[src/logic/spi_gpio_pkg.sv]
`default_nettype none
package spi_gpio_pkg;

  // ---------------------------------------------------------------
  // Timing
  // ---------------------------------------------------------------
  // System clock rate in hertz.
  localparam int CLK_HZ = 100_000_000;
  // Fastest serial clock rate in hertz; slower codes halve it.
  localparam int SCK_MAX_HZ = 4_096_000;
  // Half period of the fastest serial clock, rounded down to cycles.
  localparam int SCK_HALF_MIN_CYC = CLK_HZ / (2 * SCK_MAX_HZ);
  // Transfer watchdog time in microseconds.
  localparam int TIMEOUT_US = 10_000;
  // Watchdog time as system clock cycles.
  localparam int TIMEOUT_CYC = TIMEOUT_US * (CLK_HZ / 1_000_000);

  // ---------------------------------------------------------------
  // Sizes
  // ---------------------------------------------------------------
  localparam int PIN_COUNT = 12;
  localparam int CS_COUNT = 5;
  localparam int SI_COUNT = 4;
  localparam int BOOT_PIN = 11;
  localparam int RATE_BITS = 3;
  localparam int REG_W = 24;

  // ---------------------------------------------------------------
  // Register offsets
  // ---------------------------------------------------------------
  localparam logic [7:0] ADDR_CTRL = 8'h10;
  localparam logic [7:0] ADDR_CMD = 8'h11;
  localparam logic [7:0] ADDR_DATA = 8'h12;
  localparam logic [7:0] ADDR_PIN_A = 8'h20;
  localparam logic [7:0] ADDR_PIN_B = 8'h21;

  // ---------------------------------------------------------------
  // Field layouts and reset values
  // ---------------------------------------------------------------
  // The serial master control register, most significant bit first.
  typedef struct packed {
    logic wiredOr;
    logic clockPhaseBit;
    logic clockPolarityBit;
    logic [2:0] clockRateSelect;
    logic timeoutFlag;
    logic writeCollisionFlag;
    logic transferBusyFlag;
    logic transferRequest;
    logic [2:0] byteCount;
    logic [1:0] receiveChannelSelect;
    logic [3:0] inputEnableBits;
    logic [4:0] csEnable;
  } ctrl_s;

  // Pin configuration A: pull-up enables above directions.
  typedef struct packed {
    logic [11:0] pullupEnable;
    logic [11:0] pinDirection;
  } pin_cfg_s;

  localparam int PIN_DIR_LSB = 0;
  localparam int PIN_PULL_LSB = 12;
  localparam logic [23:0] CTRL_RESET = 24'h00_0000;
  localparam logic [23:0] PIN_A_RESET = 24'hFF_F000;
  localparam logic [11:0] PIN_B_RESET = 12'h000;

  // Transfer sequencer states.
  typedef enum logic [1:0] {ST_IDLE, ST_SETUP, ST_RUN, ST_HOLD} xfer_state_e;

endpackage
`default_nettype wire

[src/logic/half_period_timer.sv]
`timescale 1ns/1ps
`default_nettype none
// Produces one tick per serial clock half period while run is high.
module half_period_timer
  import spi_gpio_pkg::*;
#(
  parameter int HALF_MIN = SCK_HALF_MIN_CYC
) (
  input wire logic sys_clk,
  input wire logic resetn,
  input wire logic run,
  input wire logic [2:0] rate,
  output logic tick
);

  // ---------------------------------------------------------------
  // Checks
  // ---------------------------------------------------------------
  // The longest half period must fit the counter below.
  if (HALF_MIN < 1 || HALF_MIN * 128 > 65535) begin : badHalf
    $error("half period out of range");
  end

  logic [15:0] count_r;
  logic [15:0] count_nxt;
  logic tick_r;
  logic tick_nxt;
  logic [15:0] limit;

  // ---------------------------------------------------------------
  // Counter
  // ---------------------------------------------------------------
  // Code seven is the fastest rate; each step down doubles the half.
  always_comb begin
    limit = 16'(HALF_MIN) << (3'd7 - rate);
    count_nxt = count_r;
    tick_nxt = 1'b0;
    if (!run) begin
      count_nxt = 16'h0000;
    end else if (count_r == limit - 16'h0001) begin
      count_nxt = 16'h0000;
      tick_nxt = 1'b1;
    end else begin
      count_nxt = count_r + 16'h0001;
    end
  end

  // Registers only.
  always_ff @(posedge sys_clk) begin
    if (!resetn) begin
      count_r <= 16'h0000;
      tick_r <= 1'b0;
    end else begin
      count_r <= count_nxt;
      tick_r <= tick_nxt;
    end
  end

  assign tick = tick_r;

endmodule
`default_nettype wire

[src/logic/spi_master_with_gpio_pins.sv]
`timescale 1ns/1ps
`default_nettype none
module spi_master_with_gpio_pins
  import spi_gpio_pkg::*;
#(
  parameter int TIMEOUT_CYCLES = TIMEOUT_CYC
) (
  input wire logic sys_clk,
  input wire logic resetn,
  input wire logic [7:0] regAddr,
  input wire logic [23:0] regWdata,
  input wire logic regWrite,
  input wire logic regRead,
  output logic [23:0] regRdata,
  output logic masterSerialClock,
  output logic masterSerialClockOe,
  output logic serialOut,
  output logic serialOutOe,
  input wire logic [3:0] serialIn,
  input wire logic bootMemorySelectN,
  input wire logic [11:0] pinIn,
  output logic [11:0] pinOut,
  output logic [11:0] pinOe,
  output logic [11:0] pinPullEn
);

  // ---------------------------------------------------------------
  // Checks
  // ---------------------------------------------------------------
  // The watchdog must last at least 16 system clock cycles.
  if (TIMEOUT_CYCLES < 16 || TIMEOUT_CYCLES > 32'h7FFF_FFFF) begin : badTo
    $error("timeout count out of range");
  end

  // ---------------------------------------------------------------
  // Declarations
  // ---------------------------------------------------------------
  logic [3:0] siMeta_r;  // First synchroniser stage, serial inputs.
  logic [3:0] siSync_r;  // Second stage, safe to read.
  logic [11:0] pinMeta_r;  // First synchroniser stage, pins.
  logic [11:0] pinSync_r;  // Second stage, the live pin level.
  ctrl_s ctrl_r;  // Control register.
  ctrl_s ctrl_nxt;
  logic [15:0] cmd_r;  // Command and address holding register.
  logic [15:0] cmd_nxt;
  logic [23:0] data_r;  // Transfer data holding register.
  logic [23:0] data_nxt;
  pin_cfg_s pinCfg_r;  // Pin configuration A.
  pin_cfg_s pinCfg_nxt;
  logic [11:0] pinVal_r;  // Written pin output values.
  logic [11:0] pinVal_nxt;
  logic [23:0] rdata_r;  // Read data, valid one cycle after the strobe.
  logic [23:0] rdata_nxt;
  xfer_state_e state_r;
  xfer_state_e state_nxt;
  logic [3:0] edge_r;  // Serial clock edge within the byte.
  logic [3:0] edge_nxt;
  logic [2:0] byteIdx_r;  // Byte of the transfer being shifted.
  logic [2:0] byteIdx_nxt;
  logic [7:0] shift_r;  // The one bidirectional shift register.
  logic [7:0] shift_nxt;
  logic sck_r;
  logic sck_nxt;
  logic mosi_r;
  logic mosi_nxt;
  logic csActive_r;  // High while the selected slaves are addressed.
  logic csActive_nxt;
  logic [31:0] toCnt_r;  // Watchdog cycle count.
  logic [31:0] toCnt_nxt;
  logic tick;  // One pulse per serial clock half period.
  logic [11:0] pinOut_r;
  logic [11:0] pinOut_nxt;
  logic [11:0] pinOe_r;
  logic [11:0] pinOe_nxt;
  logic [11:0] pinPull_r;
  logic [11:0] pinPull_nxt;
  logic sckOe_r;
  logic sckOe_nxt;
  logic mosiOe_r;
  logic mosiOe_nxt;

  // ---------------------------------------------------------------
  // Functions
  // ---------------------------------------------------------------
  // Byte k of the outgoing stream: command high, command low, then
  // the low-aligned data bytes, most significant first.
  function automatic logic [7:0] byteOf(input logic [2:0] k,
                                        input logic [2:0] last,
                                        input logic [15:0] cmd,
                                        input logic [23:0] dat);
    logic [2:0] d;
    d = last - k;
    if (k == 3'd0) begin
      byteOf = cmd[15:8];
    end else if (k == 3'd1) begin
      byteOf = cmd[7:0];
    end else begin
      byteOf = dat[8*d +: 8];
    end
  endfunction

  // ---------------------------------------------------------------
  // Input synchronisers
  // ---------------------------------------------------------------
  // Serial inputs and pins come from outside, so two stages each.
  always_ff @(posedge sys_clk) begin
    if (!resetn) begin
      siMeta_r <= 4'h0;
      siSync_r <= 4'h0;
      pinMeta_r <= 12'h000;
      pinSync_r <= 12'h000;
    end else begin
      siMeta_r <= serialIn;
      siSync_r <= siMeta_r;
      pinMeta_r <= pinIn;
      pinSync_r <= pinMeta_r;
    end
  end

  // ---------------------------------------------------------------
  // Serial clock rate timer
  // ---------------------------------------------------------------
  // Runs only while a transfer is active, so every transfer starts
  // with a full half period of setup.
  half_period_timer #(
    .HALF_MIN(SCK_HALF_MIN_CYC)
  ) rateTimer (
    .sys_clk(sys_clk),
    .resetn(resetn),
    .run(state_r != ST_IDLE),
    .rate(ctrl_r.clockRateSelect),
    .tick(tick)
  );

  // ---------------------------------------------------------------
  // Registers and transfer sequencer
  // ---------------------------------------------------------------
  // Bus writes are applied first and hardware events afterwards, so a
  // flag set by hardware wins over a clear in the same cycle.
  always_comb begin
    logic isSample;
    logic [7:0] shifted;
    logic [7:0] nextByte;
    logic rxBit;
    logic [2:0] dIdx;
    ctrl_s wr;
    isSample = 1'b0;
    shifted = 8'h00;
    nextByte = 8'h00;
    rxBit = 1'b0;
    dIdx = 3'd0;
    wr = ctrl_s'(regWdata);
    ctrl_nxt = ctrl_r;
    cmd_nxt = cmd_r;
    data_nxt = data_r;
    pinCfg_nxt = pinCfg_r;
    pinVal_nxt = pinVal_r;
    state_nxt = state_r;
    edge_nxt = edge_r;
    byteIdx_nxt = byteIdx_r;
    shift_nxt = shift_r;
    sck_nxt = sck_r;
    mosi_nxt = mosi_r;
    csActive_nxt = csActive_r;
    toCnt_nxt = toCnt_r;

    // Software writes.
    if (regWrite) begin
      unique case (regAddr)
        ADDR_CTRL: begin
          // Writing zero to a flag clears it; one leaves it alone.
          ctrl_nxt.timeoutFlag = ctrl_r.timeoutFlag & wr.timeoutFlag;
          ctrl_nxt.writeCollisionFlag =
              ctrl_r.writeCollisionFlag & wr.writeCollisionFlag;
          if (state_r == ST_IDLE) begin
            // Configuration is frozen while a transfer runs.
            ctrl_nxt.wiredOr = wr.wiredOr;
            ctrl_nxt.clockPhaseBit = wr.clockPhaseBit;
            ctrl_nxt.clockPolarityBit = wr.clockPolarityBit;
            ctrl_nxt.clockRateSelect = wr.clockRateSelect;
            ctrl_nxt.byteCount = wr.byteCount;
            ctrl_nxt.receiveChannelSelect = wr.receiveChannelSelect;
            ctrl_nxt.inputEnableBits = wr.inputEnableBits;
            ctrl_nxt.csEnable = wr.csEnable;
            ctrl_nxt.transferRequest = wr.transferRequest;
          end else if (wr.transferRequest) begin
            ctrl_nxt.writeCollisionFlag = 1'b1;
          end
        end
        ADDR_CMD: cmd_nxt = regWdata[15:0];
        ADDR_DATA: data_nxt = regWdata;
        ADDR_PIN_A: pinCfg_nxt = pin_cfg_s'(regWdata);
        ADDR_PIN_B: pinVal_nxt = regWdata[11:0];
        default: ;
      endcase
    end

    // Receive bit from the one enabled, selected input.
    rxBit = siSync_r[ctrl_r.receiveChannelSelect] &
            ctrl_r.inputEnableBits[ctrl_r.receiveChannelSelect];

    // Transfer sequencer.
    unique case (state_r)
      ST_IDLE: begin
        sck_nxt = ctrl_r.clockPolarityBit;
        csActive_nxt = 1'b0;
        toCnt_nxt = 32'h0000_0000;
        if (ctrl_r.transferRequest) begin
          nextByte = byteOf(3'd0, ctrl_r.byteCount, cmd_r, data_r);
          shift_nxt = nextByte;
          mosi_nxt = nextByte[7];
          edge_nxt = 4'h0;
          byteIdx_nxt = 3'd0;
          csActive_nxt = 1'b1;
          ctrl_nxt.transferBusyFlag = 1'b1;
          state_nxt = ST_SETUP;
        end
      end
      ST_SETUP: begin
        // Two half periods between select and first clock edge: this one and the first in run.
        if (tick) begin
          state_nxt = ST_RUN;
        end
      end
      ST_RUN: begin
        if (tick) begin
          sck_nxt = ~sck_r;
          // Phase zero samples on leading edges, phase one on trailing.
          isSample = (edge_r[0] == ctrl_r.clockPhaseBit);
          shifted = isSample ? {shift_r[6:0], rxBit} : shift_r;
          if (edge_r == 4'hF) begin
            // Received bytes land low-aligned in the data register.
            if (byteIdx_r >= 3'd2) begin
              dIdx = ctrl_r.byteCount - byteIdx_r;
              data_nxt[8*dIdx +: 8] = shifted;
            end
            edge_nxt = 4'h0;
            if (byteIdx_r == ctrl_r.byteCount) begin
              state_nxt = ST_HOLD;
            end else begin
              byteIdx_nxt = byteIdx_r + 3'd1;
              nextByte = byteOf(byteIdx_nxt, ctrl_r.byteCount,
                                cmd_r, data_r);
              shift_nxt = nextByte;
              if (!ctrl_r.clockPhaseBit) begin
                mosi_nxt = nextByte[7];
              end
            end
          end else begin
            shift_nxt = shifted;
            if (!isSample) begin
              mosi_nxt = shift_r[7];
            end
            edge_nxt = edge_r + 4'h1;
          end
        end
      end
      ST_HOLD: begin
        // Last half period keeps the select low before release.
        if (tick) begin
          state_nxt = ST_IDLE;
          csActive_nxt = 1'b0;
          ctrl_nxt.transferRequest = 1'b0;
          ctrl_nxt.transferBusyFlag = 1'b0;
        end
      end
    endcase

    // Watchdog: a stuck transfer is abandoned and flagged.
    if (state_r != ST_IDLE) begin
      toCnt_nxt = toCnt_r + 32'h0000_0001;
      if (toCnt_r == 32'(TIMEOUT_CYCLES - 1)) begin
        state_nxt = ST_IDLE;
        csActive_nxt = 1'b0;
        sck_nxt = ctrl_r.clockPolarityBit;
        ctrl_nxt.timeoutFlag = 1'b1;
        ctrl_nxt.transferRequest = 1'b0;
        ctrl_nxt.transferBusyFlag = 1'b0;
      end
    end

    // Read data for the cycle after the strobe, zero otherwise.
    rdata_nxt = 24'h00_0000;
    if (regRead) begin
      unique case (regAddr)
        ADDR_CTRL: rdata_nxt = ctrl_r;
        ADDR_CMD: rdata_nxt = {8'h00, cmd_r};
        ADDR_DATA: rdata_nxt = data_r;
        ADDR_PIN_A: rdata_nxt = pinCfg_r;
        ADDR_PIN_B: rdata_nxt = {12'h000, pinSync_r};
        default: rdata_nxt = 24'h00_0000;
      endcase
    end
  end

  // Registers only.
  always_ff @(posedge sys_clk) begin
    if (!resetn) begin
      ctrl_r <= ctrl_s'(CTRL_RESET);
      cmd_r <= 16'h0000;
      data_r <= 24'h00_0000;
      pinCfg_r <= pin_cfg_s'(PIN_A_RESET);
      pinVal_r <= PIN_B_RESET;
      rdata_r <= 24'h00_0000;
      state_r <= ST_IDLE;
      edge_r <= 4'h0;
      byteIdx_r <= 3'd0;
      shift_r <= 8'h00;
      sck_r <= 1'b0;
      mosi_r <= 1'b0;
      csActive_r <= 1'b0;
      toCnt_r <= 32'h0000_0000;
    end else begin
      ctrl_r <= ctrl_nxt;
      cmd_r <= cmd_nxt;
      data_r <= data_nxt;
      pinCfg_r <= pinCfg_nxt;
      pinVal_r <= pinVal_nxt;
      rdata_r <= rdata_nxt;
      state_r <= state_nxt;
      edge_r <= edge_nxt;
      byteIdx_r <= byteIdx_nxt;
      shift_r <= shift_nxt;
      sck_r <= sck_nxt;
      mosi_r <= mosi_nxt;
      csActive_r <= csActive_nxt;
      toCnt_r <= toCnt_nxt;
    end
  end

  // ---------------------------------------------------------------
  // Pin drivers
  // ---------------------------------------------------------------
  // Pads 0 to 4 and 11 are each a plain pin or, when its written value is one,
  // a chip select: the select is gated by the pin's own data bit, so
  // a pin written low can never carry a select.
  always_comb begin
    logic selN;
    logic val;
    selN = 1'b1;
    val = 1'b0;
    for (int i = 0; i < PIN_COUNT; i++) begin
      selN = 1'b1;
      if (i < CS_COUNT) begin
        selN = ~(csActive_r & ctrl_r.csEnable[i]);
      end else if (i == BOOT_PIN) begin
        selN = bootMemorySelectN;
      end
      val = pinVal_r[i] & selN;
      pinOut_nxt[i] = val;
      pinOe_nxt[i] = pinCfg_r.pinDirection[i];
      // Driving low switches the pull-up off.
      pinPull_nxt[i] = pinCfg_r.pullupEnable[i] &
                       ~(pinCfg_r.pinDirection[i] & ~val);
    end
    // Wired-or drives only the low level and lets the pull-up rise.
    sckOe_nxt = ~ctrl_r.wiredOr | ~sck_r;
    mosiOe_nxt = ~ctrl_r.wiredOr | ~mosi_r;
  end

  // Registers only.
  always_ff @(posedge sys_clk) begin
    if (!resetn) begin
      pinOut_r <= 12'h000;
      pinOe_r <= 12'h000;
      pinPull_r <= 12'hFFF;
      sckOe_r <= 1'b1;
      mosiOe_r <= 1'b1;
    end else begin
      pinOut_r <= pinOut_nxt;
      pinOe_r <= pinOe_nxt;
      pinPull_r <= pinPull_nxt;
      sckOe_r <= sckOe_nxt;
      mosiOe_r <= mosiOe_nxt;
    end
  end

  // ---------------------------------------------------------------
  // Outputs
  // ---------------------------------------------------------------
  assign regRdata = rdata_r;
  assign masterSerialClock = sck_r;
  assign masterSerialClockOe = sckOe_r;
  assign serialOut = mosi_r;
  assign serialOutOe = mosiOe_r;
  assign pinOut = pinOut_r;
  assign pinOe = pinOe_r;
  assign pinPullEn = pinPull_r;

endmodule
`default_nettype wire

[config.mk]
export PLATFORM = sky130hd
export DESIGN_NAME = spi_master_with_gpio_pins
export DESIGN_NICKNAME = d
export VERILOG_FILES = /design/src/logic/spi_gpio_pkg.sv /design/src/logic/half_period_timer.sv /design/src/logic/spi_master_with_gpio_pins.sv
export SDC_FILE = /design/constraint.sdc
export NUM_CORES = 1
export LEC_CHECK = 0
export BUFFER_PORTS_ARGS = -buffer_cell sky130_fd_sc_hd__clkbuf_2
export CAP_MARGIN = 25
export CORE_MARGIN = 2
export CORE_UTILIZATION = 59
export CTS_CLUSTER_DIAMETER = 80
export DETAILED_ROUTE_END_ITERATION = 12
export HOLD_SLACK_MARGIN = 0.12
export PLACE_DENSITY = 0.86
export SLEW_MARGIN = 0
export SYNTH_ARGS = -nofsm -noshare
export SYNTH_HDL_FRONTEND = slang
export SYNTH_HIERARCHICAL = 1
export SYNTH_SLANG_ARGS = --single-unit
[constraint.sdc]
create_clock -name sys_clk -period 4 [get_ports sys_clk]
set_clock_uncertainty 0.2 [all_clocks]
set_input_delay 0.6 -clock sys_clk [delete_from_list [all_inputs] [get_ports sys_clk]]
set_output_delay 0.6 -clock sys_clk [all_outputs]
set_load 0.02 [all_outputs]
==> impl_results.md <==
* CTS Buf Count at 26
* LEAKAGE at 0.00502 uW
* Via count at around 10000
* Filler cells at 1458
* Hold path startpoint: regWdata[20]
* I/O pin count at 117
* DP Area at 0.0123 mm2
* Final Hold Viols at 0
* DIE HEIGHT at 144 um
* Worst hold-check path type: in2reg
* CP startpoint kind: register
* Post-cts resize count at 0
* Layout cells sized above 1 at about 15%
* GRT Total Usage at 30.5%
* 1st-iter DRT viols at between 900 and 1000
* Crit path DAT at between 3 and 4 ns
* Int Power at slightly above 4000 uW
* Least-Margin Pin Slew at about 0.95 ns
* Critical Path RT at ~4.2 ns
* Switch Pwr at around 1200 uW
* Final ANT Viol Nets at 0
* Design Area, Final at 0.0133 mm2
* I/O Buffers at between 100 and 150
* Vias/cell at a little under 6
* First drt pass iteration count at 6
* Final setup violation count at 0
* Max-slew headroom at 36.5%
* Synth async-reset ratio at 0%
* Worst r2r src: byteIdx_r[0]$_SDFFE_PN0P_
* Max Root-Sink Buffers at 3
* Sw Ratio at 22.1%
* Hold_ws at around 0.13 ns
* Setup TNS at 0 ns
* Achievable Freq at a little under 300 MHz
* Seq pwr share at between 40% and 50%
* Post-layout min period at 3.39 ns
* Slew Limit Fails at 0
* Post-CTS Setup Inserts at 0
* Placeable Area at 0.0193 mm2
* Netlist cell types at 66
* Wirelength, routed at about 32 mm
* Unrepaired setup endpoints after global routing: no
* Antenna violations before repair at 1
* Sink Count at between 200 and 300
* Synthesized area per cell at roughly 8.7 um2
* Die Wd at 144 um
* CP Class: reg2reg
* Setup crit end kind: register
* Cts hold-fix bufs at 19
* DRC viols at 0
* Run status: completed
* PwrDens at 399 mW/mm2
* Initial core utilization at approximately three fifths
* CP startpoint: byteIdx_r[0]$_SDFFE_PN0P_
* Storage element area at 0.00527 mm2
* Dominant synthesized flop cell: dfxtp_1
* Die area at ~0.021 mm2
* Number of synthesized flops with an enable pin at 0
* Fin crit share at a little over four fifths
* Clock latency on the worst-skew pair at 0.55 ns
* P&R area growth vs syn at 15.6%
* Area of the multi-input gates at a little under 0.006 mm2
* Global-route wire length before repair at about 50 mm
* Max IR drop VDD at 0.322 mV
* FF+latch count, synth at ~260
* CTS tree: done
* GP Congestion at 0.939
* Combinational share of power at around 4.2%
* Mapped Cells at about 1300
* Row cnt at between 50 and 60
* Via count of the first global-routing pass at 9611
* GRT overflow at 0
* H-tree depth at 1
* Seq/Total Area, Yosys at between 40% and 50%
* Synth warnings at 6
* Largest net degree at the start of global routing at just over 90
* Routed WL per cell at 18.5 um
* MaxCap Viol Count at 0
* Root Driver: clkbuf_16
* Clock power share at a little under half
* Syn nets at between 1000 and 1500
* Mapped Area at approximately 0.012 mm2
* Nets@finish at roughly 1500
* CP max FO at 16
* Worst-path clk slew at about 0.07 ns
* Diodes inserted at 0
* Hpwl dp at roughly 22 mm
Yosys cell counts (3+ instances only):
cell type	number	area (um2)
nand3_1	40	200
nand2b_1	8	50.1
o22ai_1	3	18.8
nor2b_1	15	93.8
and3_1	13	81.3
o21bai_1	3	22.5
a31oi_1	10	62.6
buf_2	14	70.1
a21boi_0	57	428
buf_6	3	33.8
inv_1	28	105
a221oi_1	14	123
a211oi_1	3	22.5
nand2_1	259	972
or3_1	10	62.6
dfxtp_1	263	5270
mux2i_1	48	480
a22oi_1	25	188
xnor2_1	32	280
mux2_2	22	248
a21oi_1	36	180
nor4_1	12	75.1
and2_1	51	319
nor3_1	30	150
nor2_1	72	270
ha_1	20	250
nor4_2	4	50.1
clkbuf_1	61	229
or4_1	6	45.0
o21a_1	5	37.5
nand4_1	11	68.8
o21ai_0	84	420
and4_1	4	35.0
xor2_1	23	201
final timing paths:
| path | to | slack, ns | cells past startpoint |
|---|---|---|---|
| worst max-delay path | data_r[1]$_SDFF_PN0_ | 0.61 | 10 |
| worst min-delay path | ctrl_r[20]$_SDFFE_PN0P_ | 0.13 | 3 |
| worst max register to register | data_r[1]$_SDFF_PN0_ | 0.61 | 10 |
| worst min register to register | pinSync_r[3]$_SDFF_PN0_ | 0.20 | 1 |
worst max-delay path: stages (launching register included):
cell	delay, ns
dfxtp_1	0.40
ha_1	0.17
inv_1	0.05
fa_1	0.50
inv_1	0.05
ha_1	0.17
ha_1	0.29
or3b_2	0.45
or4_1	0.65
o21ai_0	0.28
a21oi_1	0.06
final cells by class:
cell class              count  share of cell area, %
multi-input cells         959                   43.7
flip-flops and latches    263                   39.5
repair buffers            156                   6.98
clock buffers              38                   5.89
well taps                 265                   2.49
inverters                  29                  0.816
clock inverters             9                  0.666
cells by family (layout without fill, tap and decap cells):
family	Yosys count	count (layout)	share of synthesized area [%]
buffers and inverters	109	232	3.89
muxes	71	71	6.50
and+or+nand+nor	553	553	22.9
DFF	263	263	45.6
adders and majority gates	22	22	2.52
xor gates and xnor gates	56	56	4.37
AOI/OAI and AO/OA	257	257	14.2
through the flow:
step,worst slack [ns],std cells,power (uW),utilization [%]
6_report,0.612,1719,5320,69.0
5_1_grt,0.392,1719,5460,69.0
4_1_cts,0.642,1719,5330,69.0
3_5_place_dp,0.625,1653,2910,63.5
3_3_place_gp,0.734,1653,2910,63.5
2_1_floorplan,0.912,1331,2830,-
power by group through the flow:
stage	Clock [uW]	Sequential [uW]	Combinational (uW)
2_1_floorplan	0	2710	120
3_3_place_gp	0	2710	198
3_5_place_dp	0	2710	202
4_1_cts	2460	2650	217
5_1_grt	2570	2650	241
6_report	2450	2650	225
state kept, by name, indices dropped and copies added (netlist names), 16 cells and up:
register	flops
data_r	24
regRdata	24
rateTimer/count_r	16
cmd_r	16
toCnt_r	32
ctrl_r	24
layer usage:
metal	part of all wire [%]	GRT usage, %	up-vias
met1	39	37.7	4741
met2	46	50.1	501
met3	9.9	7.33	135
met5	0	0	-
li1	-	-	4783
met4	5.3	14.3	0
layout by cell type, fill, tap and decap left out, types with 4 or more instances in the layout:
cell type,synthesis,layout
and4_1,4,4
nand2_1,259,259
nor2_1,72,72
mux2_2,22,22
a22oi_1,25,25
nor4_2,4,4
buf_4,0,22
nand4_1,11,11
inv_1,28,28
nand3_1,40,40
a21oi_1,36,36
clkbuf_8,0,9
nor2b_1,15,15
and3_1,13,13
dfxtp_1,263,263
o21ai_0,84,84
a31oi_1,10,10
nor3_1,30,30
and2_1,51,51
ha_1,20,20
nor4_1,12,12
nand2b_1,8,8
o21a_1,5,5
xnor2_1,32,32
xor2_1,23,23
or4_1,6,6
a21boi_0,57,57
a221oi_1,14,14
dlygate4sd3_1,0,19
clkinv_2,0,4
mux2i_1,48,48
or3_1,10,10
clkbuf_16,0,26
clkbuf_2,0,115
(Power assumes the default switching activity.)
